## config.mk

```make
export PLATFORM = sky130hd
export DESIGN_NAME = sadc_top
export DESIGN_NICKNAME = d
export VERILOG_FILES = /design/src/rtl/sadc_pkg.sv /design/src/rtl/sadc_sar.sv /design/src/rtl/sadc_sync.sv /design/src/rtl/sadc_top.sv
export SDC_FILE = /design/constraint.sdc
export NUM_CORES = 1
export LEC_CHECK = 0
export BUFFER_PORTS_ARGS = -buffer_cell sky130_fd_sc_hd__buf_4
export CORE_MARGIN = 2
export CORE_UTILIZATION = 55
export CTS_CLUSTER_DIAMETER = 100
export CTS_CLUSTER_SIZE = 28
export DETAILED_ROUTE_END_ITERATION = 12
export PLACE_DENSITY = 0.74
export REMOVE_ABC_BUFFERS = 1
export SYNTH_ARGS = -nofsm -noshare
export SYNTH_HDL_FRONTEND = slang
export SYNTH_HIERARCHICAL = 1
export SYNTH_SLANG_ARGS = --single-unit
```

## constraint.sdc

```tcl
create_clock -name CLK -period 2.8 [get_ports CLK]
set_clock_uncertainty 0.2 [all_clocks]
set_input_delay 0.14 -clock CLK [delete_from_list [all_inputs] [get_ports CLK]]
set_output_delay 0.14 -clock CLK [all_outputs]
set_load 0.005 [all_outputs]
```

## src/rtl/sadc_pkg.sv

```systemverilog
// constants, field layout and mode codes for the serial converter control block
// assumes a 125 MHz system clock and a slow serial master on the pins
// What this block does
// - track/hold acquires while the last three control bits shift in.
// - two low control bits pick full down, fast down, internal or external clock.
// - external mode: strobe high one serial clock period after last control bit.
// - external mode: twelve bit decisions appear on the next twelve falling edges.
// - external mode: strobe and data float on select high, strobe low after fall.
// - internal mode: strobe low during conversion, at most 7.5us when pin floats.
// - internal mode: result held, shifted MSB first after strobe rises.
// - internal mode: select high blocks input, floats data, keeps conversion, strobe driven.
// - select fall alone starts nothing; first high bit is start and MSB.
// - conversion begins on the falling edge after the eighth control bit.
// - start bit accepted when idle or after decision bit 3 was shifted out.
// - select toggled mid external conversion aborts it; next high bit starts anew.
// - back to back conversions at 15 or 16 clocks with select low.
// - power-up enters internal mode with strobe high; no starts for 10us.
// - after power-up data out gives zeros until a first conversion.
// - floating shutdown pin selects external compensation, driven high internal; here floating or high only picks the internal clock rate.
// - software power-down keeps interface alive; shutdown pin low stops everything.
// - with select low, data in is sampled on each serial clock rise.
// - results leave MSB first on serial clock falling edges.
// - power-down request finishes the conversion first; a start bit powers up.
// - internal conversion clock 1.8MHz with pin floating, 225kHz when high.
package sadc_pkg;
	localparam int CLK_MHZ          = 125;
	localparam int POR_US           = 10;
	localparam int POR_CYC          = POR_US * CLK_MHZ;
	localparam int INT_FAST_KHZ     = 1800;
	localparam int INT_SLOW_KHZ     = 225;
	localparam int INT_FAST_CYC     = (CLK_MHZ * 1000) / INT_FAST_KHZ;
	localparam int INT_SLOW_CYC     = (CLK_MHZ * 1000) / INT_SLOW_KHZ;
	localparam int PU_FAST_US       = 5;
	localparam int PU_BUF_OFF_US    = 2;
	localparam int PU_FULL_US       = 300;
	localparam int PU_FAST_CYC      = PU_FAST_US * CLK_MHZ;
	localparam int PU_BUF_OFF_CYC   = PU_BUF_OFF_US * CLK_MHZ;
	localparam int PU_FULL_CYC      = PU_FULL_US * CLK_MHZ;
	localparam int RES_BITS         = 10;
	localparam int CONV_STEPS       = 12;
	localparam int CTRL_BITS        = 8;
	localparam int START_OK_OUT     = 3;
	localparam int TRACK_FROM_BIT   = 5;
	localparam int OUT_SR_W         = 16;
	localparam int SYNC_W           = 5;
	localparam logic [1:0] PD_FULL  = 2'b00;
	localparam logic [1:0] PD_FAST  = 2'b01;
	localparam logic [1:0] PD_INT   = 2'b10;
	localparam logic [1:0] PD_EXT   = 2'b11;
	localparam int F_SEL_HI         = 6;
	localparam int F_SEL_LO         = 4;
	localparam int F_POL            = 3;
	localparam int F_CFG            = 2;
	localparam int F_PD_HI          = 1;
	localparam int F_PD_LO          = 0;
	typedef enum logic [1:0] {
		SADC_IDLE = 2'b00,
		SADC_EXT  = 2'b01,
		SADC_INT  = 2'b10
	} sadc_conv_t;
endpackage

```

## src/rtl/sadc_sar.sv

```systemverilog
// successive-approximation register: one decision per step pulse
// assumes sample holds the digitised input at start
`timescale 1ns/1ns
module sadc_sar
	import sadc_pkg::*;
(
	input  wire logic                clk,
	input  wire logic                rst_n,
	input  wire logic                start,
	input  wire logic                step,
	input  wire logic [RES_BITS-1:0] sample,
	output logic                     bit_q,
	output logic                     done,
	output logic      [RES_BITS-1:0] result
);
	logic [RES_BITS-1:0] held_reg, held_next;
	logic [RES_BITS-1:0] res_reg, res_next;
	logic [3:0]          cnt_reg, cnt_next;
	logic                bit_reg, bit_next;
	logic [RES_BITS-1:0] trial;

	always_comb begin
		held_next = held_reg;
		res_next  = res_reg;
		cnt_next  = cnt_reg;
		bit_next  = bit_reg;
		trial     = '0;
		if (start) begin
			held_next = sample;
			res_next  = '0;
			cnt_next  = '0;
			bit_next  = 1'b0;
		end else if (step && cnt_reg < 4'(CONV_STEPS)) begin
			cnt_next = cnt_reg + 4'h1;
			if (cnt_reg < 4'(RES_BITS)) begin
				trial    = res_reg | (10'h200 >> cnt_reg);
				bit_next = (held_reg >= trial);
				if (held_reg >= trial)
					res_next = trial;
			end else begin
				bit_next = 1'b0;
			end
		end
	end

	always_ff @(posedge clk) begin
		if (!rst_n) begin
			held_reg <= '0;
			res_reg  <= '0;
			cnt_reg  <= 4'(CONV_STEPS);
			bit_reg  <= 1'b0;
		end else begin
			held_reg <= held_next;
			res_reg  <= res_next;
			cnt_reg  <= cnt_next;
			bit_reg  <= bit_next;
		end
	end

	assign bit_q  = bit_reg;
	assign done   = (cnt_reg == 4'(CONV_STEPS));
	assign result = res_reg;
endmodule

```

## src/rtl/sadc_sync.sv

```systemverilog
// two-flop synchroniser for pin inputs
// assumes inputs are asynchronous to clk
`timescale 1ns/1ns
module sadc_sync #(
	parameter int W = 1
) (
	input  wire logic         clk,
	input  wire logic         rst_n,
	input  wire logic [W-1:0] d,
	output logic      [W-1:0] q
);
	logic [W-1:0] meta_reg;
	logic [W-1:0] meta_next;
	logic [W-1:0] q_reg;
	logic [W-1:0] q_next;

	always_comb begin
		meta_next = d;
		q_next    = meta_reg;
	end

	always_ff @(posedge clk) begin
		if (!rst_n) begin
			meta_reg <= '0;
			q_reg    <= '0;
		end else begin
			meta_reg <= meta_next;
			q_reg    <= q_next;
		end
	end

	assign q = q_reg;
endmodule

```

## src/rtl/sadc_top.sv

```systemverilog
// serial interface, clock modes and power control of the converter
// assumes pins are asynchronous; ANALOG_CODE is the digitised selected input
`timescale 1ns/1ns
module sadc_top
	import sadc_pkg::*;
#(
	parameter int PU_FULL_CYCLES = PU_FULL_CYC
) (
	input  wire logic                CLK,
	input  wire logic                RST_N,
	input  wire logic                CS_N,
	input  wire logic                SCLK,
	input  wire logic                DIN,
	input  wire logic                SHUTDOWN_N_PIN,
	input  wire logic                SHUTDOWN_PIN_OPEN,
	input  wire logic                REF_BUFFER_EN,
	input  wire logic [RES_BITS-1:0] ANALOG_CODE,
	output logic                     DOUT,
	output logic                     DOUT_OE,
	output logic                     CONVERSION_STROBE,
	output logic                     CONVERSION_STROBE_OE,
	output logic                     TRACK,
	output logic [2:0]               CHANNEL_SELECT,
	output logic                     POLARITY_SELECT,
	output logic                     INPUT_CONFIG_SELECT,
	output logic                     EXT_CLOCK_MODE,
	output logic                     POWERED_UP,
	output logic                     CONVERTING
);
	import sadc_pkg::*;

	logic [SYNC_W-1:0] sync_q;
	logic sclk_s, cs_n_s, din_s, shutdown_n_pin_n_s, shutdown_n_pin_open_s;
	logic sclk_d_reg, sclk_d_next, cs_d_reg, cs_d_next;
	logic sclk_rise, sclk_fall, cs_rise;
	logic [10:0] por_cnt_reg, por_cnt_next;
	logic        rx_hunt_reg, rx_hunt_next;
	logic [3:0]  rx_cnt_reg, rx_cnt_next;
	logic [7:0]  rx_sr_reg, rx_sr_next;
	logic        byte_rdy_reg, byte_rdy_next;
	logic [7:0]  ctrl_reg, ctrl_next;
	logic        ext_mode_reg, ext_mode_next;
	logic        pd_req_reg, pd_req_next;
	logic        pd_full_reg, pd_full_next;
	logic        down_reg, down_next;
	logic [15:0] pu_cnt_reg, pu_cnt_next;
	sadc_conv_t  conv_reg, conv_next;
	logic [9:0]  div_cnt_reg, div_cnt_next;
	logic        strobe_reg, strobe_next;
	logic        strobe_oe_reg, strobe_oe_next;
	logic        dout_reg, dout_next;
	logic        dout_oe_reg, dout_oe_next;
	logic        track_reg, track_next;
	logic [OUT_SR_W-1:0] out_sr_reg, out_sr_next;
	logic [4:0]  out_cnt_reg, out_cnt_next;
	logic        ext_pend_reg, ext_pend_next;
	logic        pu_reg, pu_next;
	logic        sar_start, sar_step, sar_bit, sar_done;
	logic [RES_BITS-1:0] sar_result;
	logic        start_ok, go, shut;
	logic [9:0]  div_period;
	logic        sar_step_d_reg, sar_step_d_next;
	logic        busy_reg, busy_next;

	sadc_sync #(.W(SYNC_W)) u_sync (
		.clk   (CLK),
		.rst_n (RST_N),
		.d     ({SCLK, ~CS_N, DIN, ~SHUTDOWN_N_PIN, ~SHUTDOWN_PIN_OPEN}),
		.q     (sync_q)
	);

	// idle-high pins pass inverted so the flush value is their idle level
	assign {sclk_s, cs_n_s, din_s, shutdown_n_pin_n_s, shutdown_n_pin_open_s} = sync_q ^ 5'b01011;
	assign sclk_rise = sclk_s & ~sclk_d_reg & ~cs_n_s;
	assign sclk_fall = ~sclk_s & sclk_d_reg & ~cs_n_s;
	assign cs_rise   = cs_n_s & ~cs_d_reg;
	assign shut      = ~shutdown_n_pin_n_s & ~shutdown_n_pin_open_s;
	// floating pin runs the fast internal clock
	assign div_period = shutdown_n_pin_open_s ? 10'(INT_FAST_CYC) : 10'(INT_SLOW_CYC);

	sadc_sar u_sar (
		.clk    (CLK),
		.rst_n  (RST_N),
		.start  (sar_start),
		.step   (sar_step),
		.sample (ANALOG_CODE),
		.bit_q  (sar_bit),
		.done   (sar_done),
		.result (sar_result)
	);

	// start bit allowed when idle or once three decisions are out
	assign start_ok = (conv_reg == SADC_IDLE) || (out_cnt_reg >= 5'(START_OK_OUT));
	// conversion begins on the fall after the eighth bit
	assign go = sclk_fall && byte_rdy_reg && !shut;

	always_comb begin
		sclk_d_next    = sclk_s;
		cs_d_next      = cs_n_s;
		por_cnt_next   = por_cnt_reg;
		rx_hunt_next   = rx_hunt_reg;
		rx_cnt_next    = rx_cnt_reg;
		rx_sr_next     = rx_sr_reg;
		byte_rdy_next  = byte_rdy_reg;
		ctrl_next      = ctrl_reg;
		ext_mode_next  = ext_mode_reg;
		pd_req_next    = pd_req_reg;
		pd_full_next   = pd_full_reg;
		down_next      = down_reg;
		pu_cnt_next    = pu_cnt_reg;
		conv_next      = conv_reg;
		div_cnt_next   = div_cnt_reg;
		strobe_next    = strobe_reg;
		strobe_oe_next = strobe_oe_reg;
		dout_next      = dout_reg;
		dout_oe_next   = ~cs_n_s && !shut;
		out_sr_next    = out_sr_reg;
		out_cnt_next   = out_cnt_reg;
		ext_pend_next  = ext_pend_reg;
		sar_start      = 1'b0;
		sar_step       = 1'b0;

		// no starts during the power-on reset time
		if (por_cnt_reg != 11'h000)
			por_cnt_next = por_cnt_reg - 11'h001;
		if (pu_cnt_reg != 16'h0000)
			pu_cnt_next = pu_cnt_reg - 16'h0001;

		// receive: sample on rise, first high bit is the start bit
		if (sclk_rise && por_cnt_reg == 11'h000 && !shut) begin
			if (rx_hunt_reg) begin
				if (din_s && start_ok) begin
					rx_hunt_next = 1'b0;
					rx_cnt_next  = 4'h1;
					rx_sr_next   = 8'h01;
					if (down_reg) begin
						// a start bit powers the converter back up
						down_next = 1'b0;
						if (!REF_BUFFER_EN)
							pu_cnt_next = 16'(PU_BUF_OFF_CYC);
						else if (pd_full_reg)
							pu_cnt_next = 16'(PU_FULL_CYCLES);
						else
							pu_cnt_next = 16'(PU_FAST_CYC);
					end
				end
			end else if (!byte_rdy_reg) begin
				rx_sr_next  = {rx_sr_reg[6:0], din_s};
				rx_cnt_next = rx_cnt_reg + 4'h1;
				if (rx_cnt_reg == 4'(CTRL_BITS - 1)) begin
					byte_rdy_next = 1'b1;
					rx_hunt_next  = 1'b1;
					ctrl_next     = {rx_sr_reg[6:0], din_s};
					// power-down bits only change mode when a clock mode is named
					if (rx_sr_reg[0]) begin
						ext_mode_next = din_s;
						pd_req_next   = 1'b0;
					end else begin
						pd_req_next   = 1'b1;
						pd_full_next  = (din_s == PD_FULL[0]);
					end
				end
			end
		end
		// acquire while the final three control bits arrive
		track_next = !rx_hunt_reg && !byte_rdy_reg && rx_cnt_reg >= 4'(TRACK_FROM_BIT);

		// select toggled: receiver hunts again, external conversion stops
		if (cs_rise) begin
			rx_hunt_next  = 1'b1;
			byte_rdy_next = 1'b0;
			if (conv_reg == SADC_EXT) begin
				conv_next   = SADC_IDLE;
				out_sr_next = '0;
			end
		end

		// output shifting on falling edges, MSB first
		if (sclk_fall) begin
			if (conv_reg == SADC_EXT && ext_pend_reg) begin
				ext_pend_next = 1'b0;
				strobe_next   = 1'b0;
				sar_step      = 1'b1;
			end else if (conv_reg == SADC_EXT) begin
				sar_step = 1'b1;
			end else begin
				dout_next   = out_sr_reg[OUT_SR_W-1];
				out_sr_next = {out_sr_reg[OUT_SR_W-2:0], 1'b0};
				if (out_cnt_reg != 5'h1f)
					out_cnt_next = out_cnt_reg + 5'h01;
			end
		end
		// present each external decision as it is made
		if (conv_reg == SADC_EXT && !ext_pend_reg && sar_step_d_reg)
			dout_next = sar_bit;

		// internal clock conversion paced by the divider
		if (conv_reg == SADC_INT) begin
			if (div_cnt_reg == 10'h000) begin
				div_cnt_next = div_period - 10'h001;
				sar_step     = 1'b1;
			end else begin
				div_cnt_next = div_cnt_reg - 10'h001;
			end
			if (sar_done) begin
				conv_next    = SADC_IDLE;
				strobe_next  = 1'b1;
				out_sr_next  = {sar_result, 6'h00};
				out_cnt_next = '0;
			end
		end else if (conv_reg == SADC_EXT && sar_done && !ext_pend_reg && sclk_fall) begin
			conv_next = SADC_IDLE;
		end

		// power down after the conversion ends, in the last clock mode
		if (conv_reg != SADC_IDLE && conv_next == SADC_IDLE && pd_req_reg)
			down_next = 1'b1;
		if (conv_reg == SADC_EXT && sar_step && out_cnt_reg != 5'h1f)
			out_cnt_next = out_cnt_reg + 5'h01;

		// new conversion, aborting any in progress
		if (go) begin
			byte_rdy_next = 1'b0;
			sar_start     = 1'b1;
			out_cnt_next  = '0;
			out_sr_next   = '0;
			if (ext_mode_next) begin
				conv_next     = SADC_EXT;
				ext_pend_next = 1'b0;
				strobe_next   = 1'b1;
				sar_step      = 1'b0;
			end else begin
				conv_next    = SADC_INT;
				strobe_next  = 1'b0;
				div_cnt_next = div_period - 10'h001;
			end
		end
		if (conv_reg == SADC_EXT && strobe_reg && sclk_fall && !go)
			strobe_next = 1'b0;

		// strobe floats in external mode with select high, and whenever the shutdown pin is low
		if (ext_mode_reg) begin
			if (cs_n_s)
				strobe_oe_next = 1'b0;
			else if (!strobe_oe_reg) begin
				strobe_oe_next = 1'b1;
				strobe_next    = 1'b0;
			end
		end else begin
			strobe_oe_next = 1'b1;
		end

		// shutdown pin overrides everything
		if (shut) begin
			conv_next      = SADC_IDLE;
			rx_hunt_next   = 1'b1;
			byte_rdy_next  = 1'b0;
			down_next      = 1'b1;
			pd_full_next   = 1'b1;
			strobe_oe_next = 1'b0;
			dout_oe_next   = 1'b0;
		end
		pu_next = !down_next && pu_cnt_next == 16'h0000;
		sar_step_d_next = sar_step && conv_reg == SADC_EXT;
		busy_next       = (conv_next != SADC_IDLE);
	end

	always_ff @(posedge CLK) begin
		if (!RST_N) begin
			sclk_d_reg     <= 1'b0;
			cs_d_reg       <= 1'b1;
			por_cnt_reg    <= 11'(POR_CYC);
			rx_hunt_reg    <= 1'b1;
			rx_cnt_reg     <= 4'h0;
			rx_sr_reg      <= 8'h00;
			byte_rdy_reg   <= 1'b0;
			ctrl_reg       <= 8'h00;
			ext_mode_reg   <= 1'b0;
			pd_req_reg     <= 1'b0;
			pd_full_reg    <= 1'b0;
			down_reg       <= 1'b0;
			pu_cnt_reg     <= 16'h0000;
			conv_reg       <= SADC_IDLE;
			div_cnt_reg    <= 10'h000;
			strobe_reg     <= 1'b1;
			strobe_oe_reg  <= 1'b1;
			dout_reg       <= 1'b0;
			dout_oe_reg    <= 1'b0;
			track_reg      <= 1'b0;
			out_sr_reg     <= '0;
			out_cnt_reg    <= 5'h00;
			ext_pend_reg   <= 1'b0;
			pu_reg         <= 1'b0;
			sar_step_d_reg <= 1'b0;
			busy_reg       <= 1'b0;
		end else begin
			sclk_d_reg     <= sclk_d_next;
			cs_d_reg       <= cs_d_next;
			por_cnt_reg    <= por_cnt_next;
			rx_hunt_reg    <= rx_hunt_next;
			rx_cnt_reg     <= rx_cnt_next;
			rx_sr_reg      <= rx_sr_next;
			byte_rdy_reg   <= byte_rdy_next;
			ctrl_reg       <= ctrl_next;
			ext_mode_reg   <= ext_mode_next;
			pd_req_reg     <= pd_req_next;
			pd_full_reg    <= pd_full_next;
			down_reg       <= down_next;
			pu_cnt_reg     <= pu_cnt_next;
			conv_reg       <= conv_next;
			div_cnt_reg    <= div_cnt_next;
			strobe_reg     <= strobe_next;
			strobe_oe_reg  <= strobe_oe_next;
			dout_reg       <= dout_next;
			dout_oe_reg    <= dout_oe_next;
			track_reg      <= track_next;
			out_sr_reg     <= out_sr_next;
			out_cnt_reg    <= out_cnt_next;
			ext_pend_reg   <= ext_pend_next;
			pu_reg         <= pu_next;
			sar_step_d_reg <= sar_step_d_next;
			busy_reg       <= busy_next;
		end
	end

	assign DOUT                 = dout_reg;
	assign DOUT_OE              = dout_oe_reg;
	assign CONVERSION_STROBE    = strobe_reg;
	assign CONVERSION_STROBE_OE = strobe_oe_reg;
	assign TRACK                = track_reg;
	assign CHANNEL_SELECT       = ctrl_reg[F_SEL_HI:F_SEL_LO];
	assign POLARITY_SELECT      = ctrl_reg[F_POL];
	assign INPUT_CONFIG_SELECT  = ctrl_reg[F_CFG];
	assign EXT_CLOCK_MODE       = ext_mode_reg;
	assign POWERED_UP           = pu_reg;
	assign CONVERTING           = busy_reg;
endmodule

```

==> run metrics <==
setup TNS 0 ns; outcome completed; I/O Buffers 30; first-pass GRT wire length 24.2 mm; Crit Reg-Reg Startpoint por_cnt_reg[0]$_SDFFE_PN0P_; XOR/XNOR Fraction of Synth Area 3.13%; internal power 0.00377 W; Critical Path Max Stage Delay 0.47 ns; post-synthesis sequential area ratio 41.3%; Peak Freq 360 MHz; CTS tree built; initial antenna violation count 0; Critical R2R Capture u_sar/result[5]$_SDFFE_PP0P_; Cell variety after synth 71; Required @ worst endpoint 3.02 ns; core area 10900 µm²; setup violators final 0; total CTS buffers 17; Ys Warns 6; Max clock buf depth 2; Slew @ Worst Pin 0.698 ns; post-route clock period utilization 99.1%; post-route DRC violation count 0; Sink Count 127; CP endpoint u_sar/result[5]$_SDFFE_PP0P_; Post-synth EDFFs 0; Crit. Startpoint por_cnt_reg[0]$_SDFFE_PN0P_; ys async rst share 0%; Initial Utilization 56.6%; clk slew on worst S/H paths 0.06 ns; die span in y 110 µm; Max-cap violations 0; largest net degree at the start of global routing 57; # IOs 31; CP delay by family, top simple AND/OR/NAND/NOR gates; later-pin clock latency in the skew report 0.54 ns; vias post-DR 5468; power per cell area 702 nW/µm²; row count 38; share of layout cells above drive strength 1 16.8%; Critical Path Fanout Max 7; H-tree depth 4; Net Sw Power 0.00156 W; Leakage 3.07 nW; Die ar. 12100 µm²; Fin. Hold Viols 0; Net count, final 837; hold crit path type input pin to flop; FF-to-FF path depth 12; wirelength, routed 14.5 mm; Synth Area in Compound Gates 16.6%; Crit path depth 12; Worst Hold Depth 3; ys flop type dfxtp_1; vias in the first global route 5270; Worst slew margin 53.5%; Syn-to-layout area delta 23.3%; initial DRC count 466; Clk pwr share 40.4%; Synth Area in Simple Gates 26.9%; Remaining Overflow, GRT 0; top cells by area, synth dfxtp_1, ha_1, nand2_1, nor2_1, a21oi_1; crit end category flop; #FFs+latches synth 127; Seq pwr share 38.6%; Avg WL per Cell 15.4 µm; fin. max-slew vios 0; main combinational cell family by area after synthesis simple AND/OR/NAND/NOR gates; Antenna Nets Post-Route 0; Finished Layout Cells 945; synthesized cell area 6160 µm²; RSZ-0062 raised after global routing true; biggest area consumer among synthesized cells dfxtp_1; fin crit period 2.78 ns; cell mode on critical path and3_4; Logic pwr share 21.0%; maximum vdd drop 547 µV; mux share of post-synthesis cell area 2.30%; Syn Area/Cell 8.60 µm²; WS Path Type flop to flop; Synth top area share 41.3%; Tot GR Track Use 25.4%; Critical Path Source Type flop; drt pass-1 iters 6; antenna fix cells 0; Worst Path Arrival 2.99 ns; cell with the most instances after synthesis dfxtp_1; Adder-Cell Fraction of Synth Area 5.49%; Post-synth top cells dfxtp_1, nand2_1, nor2_1; vias per inst 5.79; placed insts 886; Slowest cell on crit path or4b_4; FF-to-FF setup slack 0.02 ns; Sw Ratio 29.2%; hpwl dp 9.60 mm; Clock Root Buffer clkbuf_8; crit path cell chain inv_2 -> ha_4 -> or4b_4 -> nor4_4 -> buf_4 -> and3_4 -> a31oi_4 -> nor2_4 -> a21oi_4 -> and3_4 -> a32oi_2 -> o21ai_1; Buffers & Inverters on Critical Path 2; Placer Congestion 0.854; die width 110 µm; Mapped Cells 716
## what timing repair did
action,4_1_cts,5_1_grt
hold buffers,19,0
gates cloned,2,1
endpoints found under the hold margin,64,0
setup endpoints to repair,13,15
resized for setup,6,23
pin swaps,3,7
setup buffers,1,4
## per-layer routing
metal / share of wire, % / GRT usage [%] / wire (µm) / vias to the layer above
met1: 44 / 32.0 / 6400 / 2600
met4: 1.1 / 9.22 / 155 / 0
met3: 4.8 / 6.40 / 698 / 16
li1: - / - / - / 2702
met5: 0 / 0 / 0 / -
met2: 50 / 41.9 / 7250 / 150
## cell usage in the layout, fill, tap and decap left out, drive strengths merged, types with 20 or more instances in the layout
cell / Yosys / layout
a21oi: 41 / 41
nor2b: 28 / 28
clkbuf: 19 / 20
nor2: 58 / 58
ha: 27 / 27
o21ai: 36 / 36
dfxtp: 127 / 127
inv: 32 / 33
nand3: 38 / 38
nand2: 87 / 87
buf: 11 / 65
## final cells by class
cell class	count	area [µm²]
Fill cell	809	3290
Inverter	32	120
Timing Repair Buffer	84	686
Sequential cell	127	2540
Tap cell	140	175
Clock inverter	12	136
Multi-Input combinational cell	530	3490
Clock buffer	20	445
## tightest hold or removal path, cell delays in order
cell,delay (ns)
dlygate4sd3_1,0.52
buf_4,0.09
and2_1,0.10
## worst min-delay path by stage
stage | from | to | slack [ns]
after floorplan | RST_N | CONVERSION_STROBE_OE$_SDFF_PN1_ | 0.002
after detailed placement | DIN | u_sync/meta_reg[2]$_SDFF_PN0_ | 0.15
after global placement | DIN | u_sync/meta_reg[2]$_SDFF_PN0_ | 0.16
after global routing | DIN | u_sync/meta_reg[2]$_SDFF_PN0_ | 0.15
after CTS | DIN | u_sync/meta_reg[2]$_SDFF_PN0_ | 0.13
final | DIN | u_sync/meta_reg[2]$_SDFF_PN0_ | 0.15
## cell families (layout without fill, tap and decap cells)
family | after synthesis | after routing
DFF | 127 | 127
AOI/OAI and AO/OA | 154 | 154
adders and majority gates | 27 | 27
and+or+nand+nor | 310 | 313
xor gates and xnor gates | 22 | 22
buffers and inverters | 62 | 148
muxes | 14 | 14
## through the flow
stage               worst slack, ns  util, %  cell area [µm²]  hold slack (ns)  total power, W
global route                -0.0892     69.8             7600            0.145         0.00559
detailed placement           -0.174     61.0             6640            0.153         0.00316
global placement            -0.0255     61.0             6640            0.155         0.00314
floorplan                    -0.329        -             6010          0.00194         0.00284
finish                       0.0246     69.8             7600            0.149         0.00533
CTS                        0.000894     68.5             7460            0.126         0.00534
## power groups by stage
stage / clock network (W) / registers, W / logic, W
2_1_floorplan: 0 / 0.00206 / 0.000777
3_3_place_gp: 0 / 0.00208 / 0.00106
3_5_place_dp: 0 / 0.00209 / 0.00108
4_1_cts: 0.00218 / 0.00205 / 0.00111
5_1_grt: 0.00227 / 0.00208 / 0.00125
6_report: 0.00215 / 0.00206 / 0.00112
No activity file was read; power rests on OpenSTA's default activity.
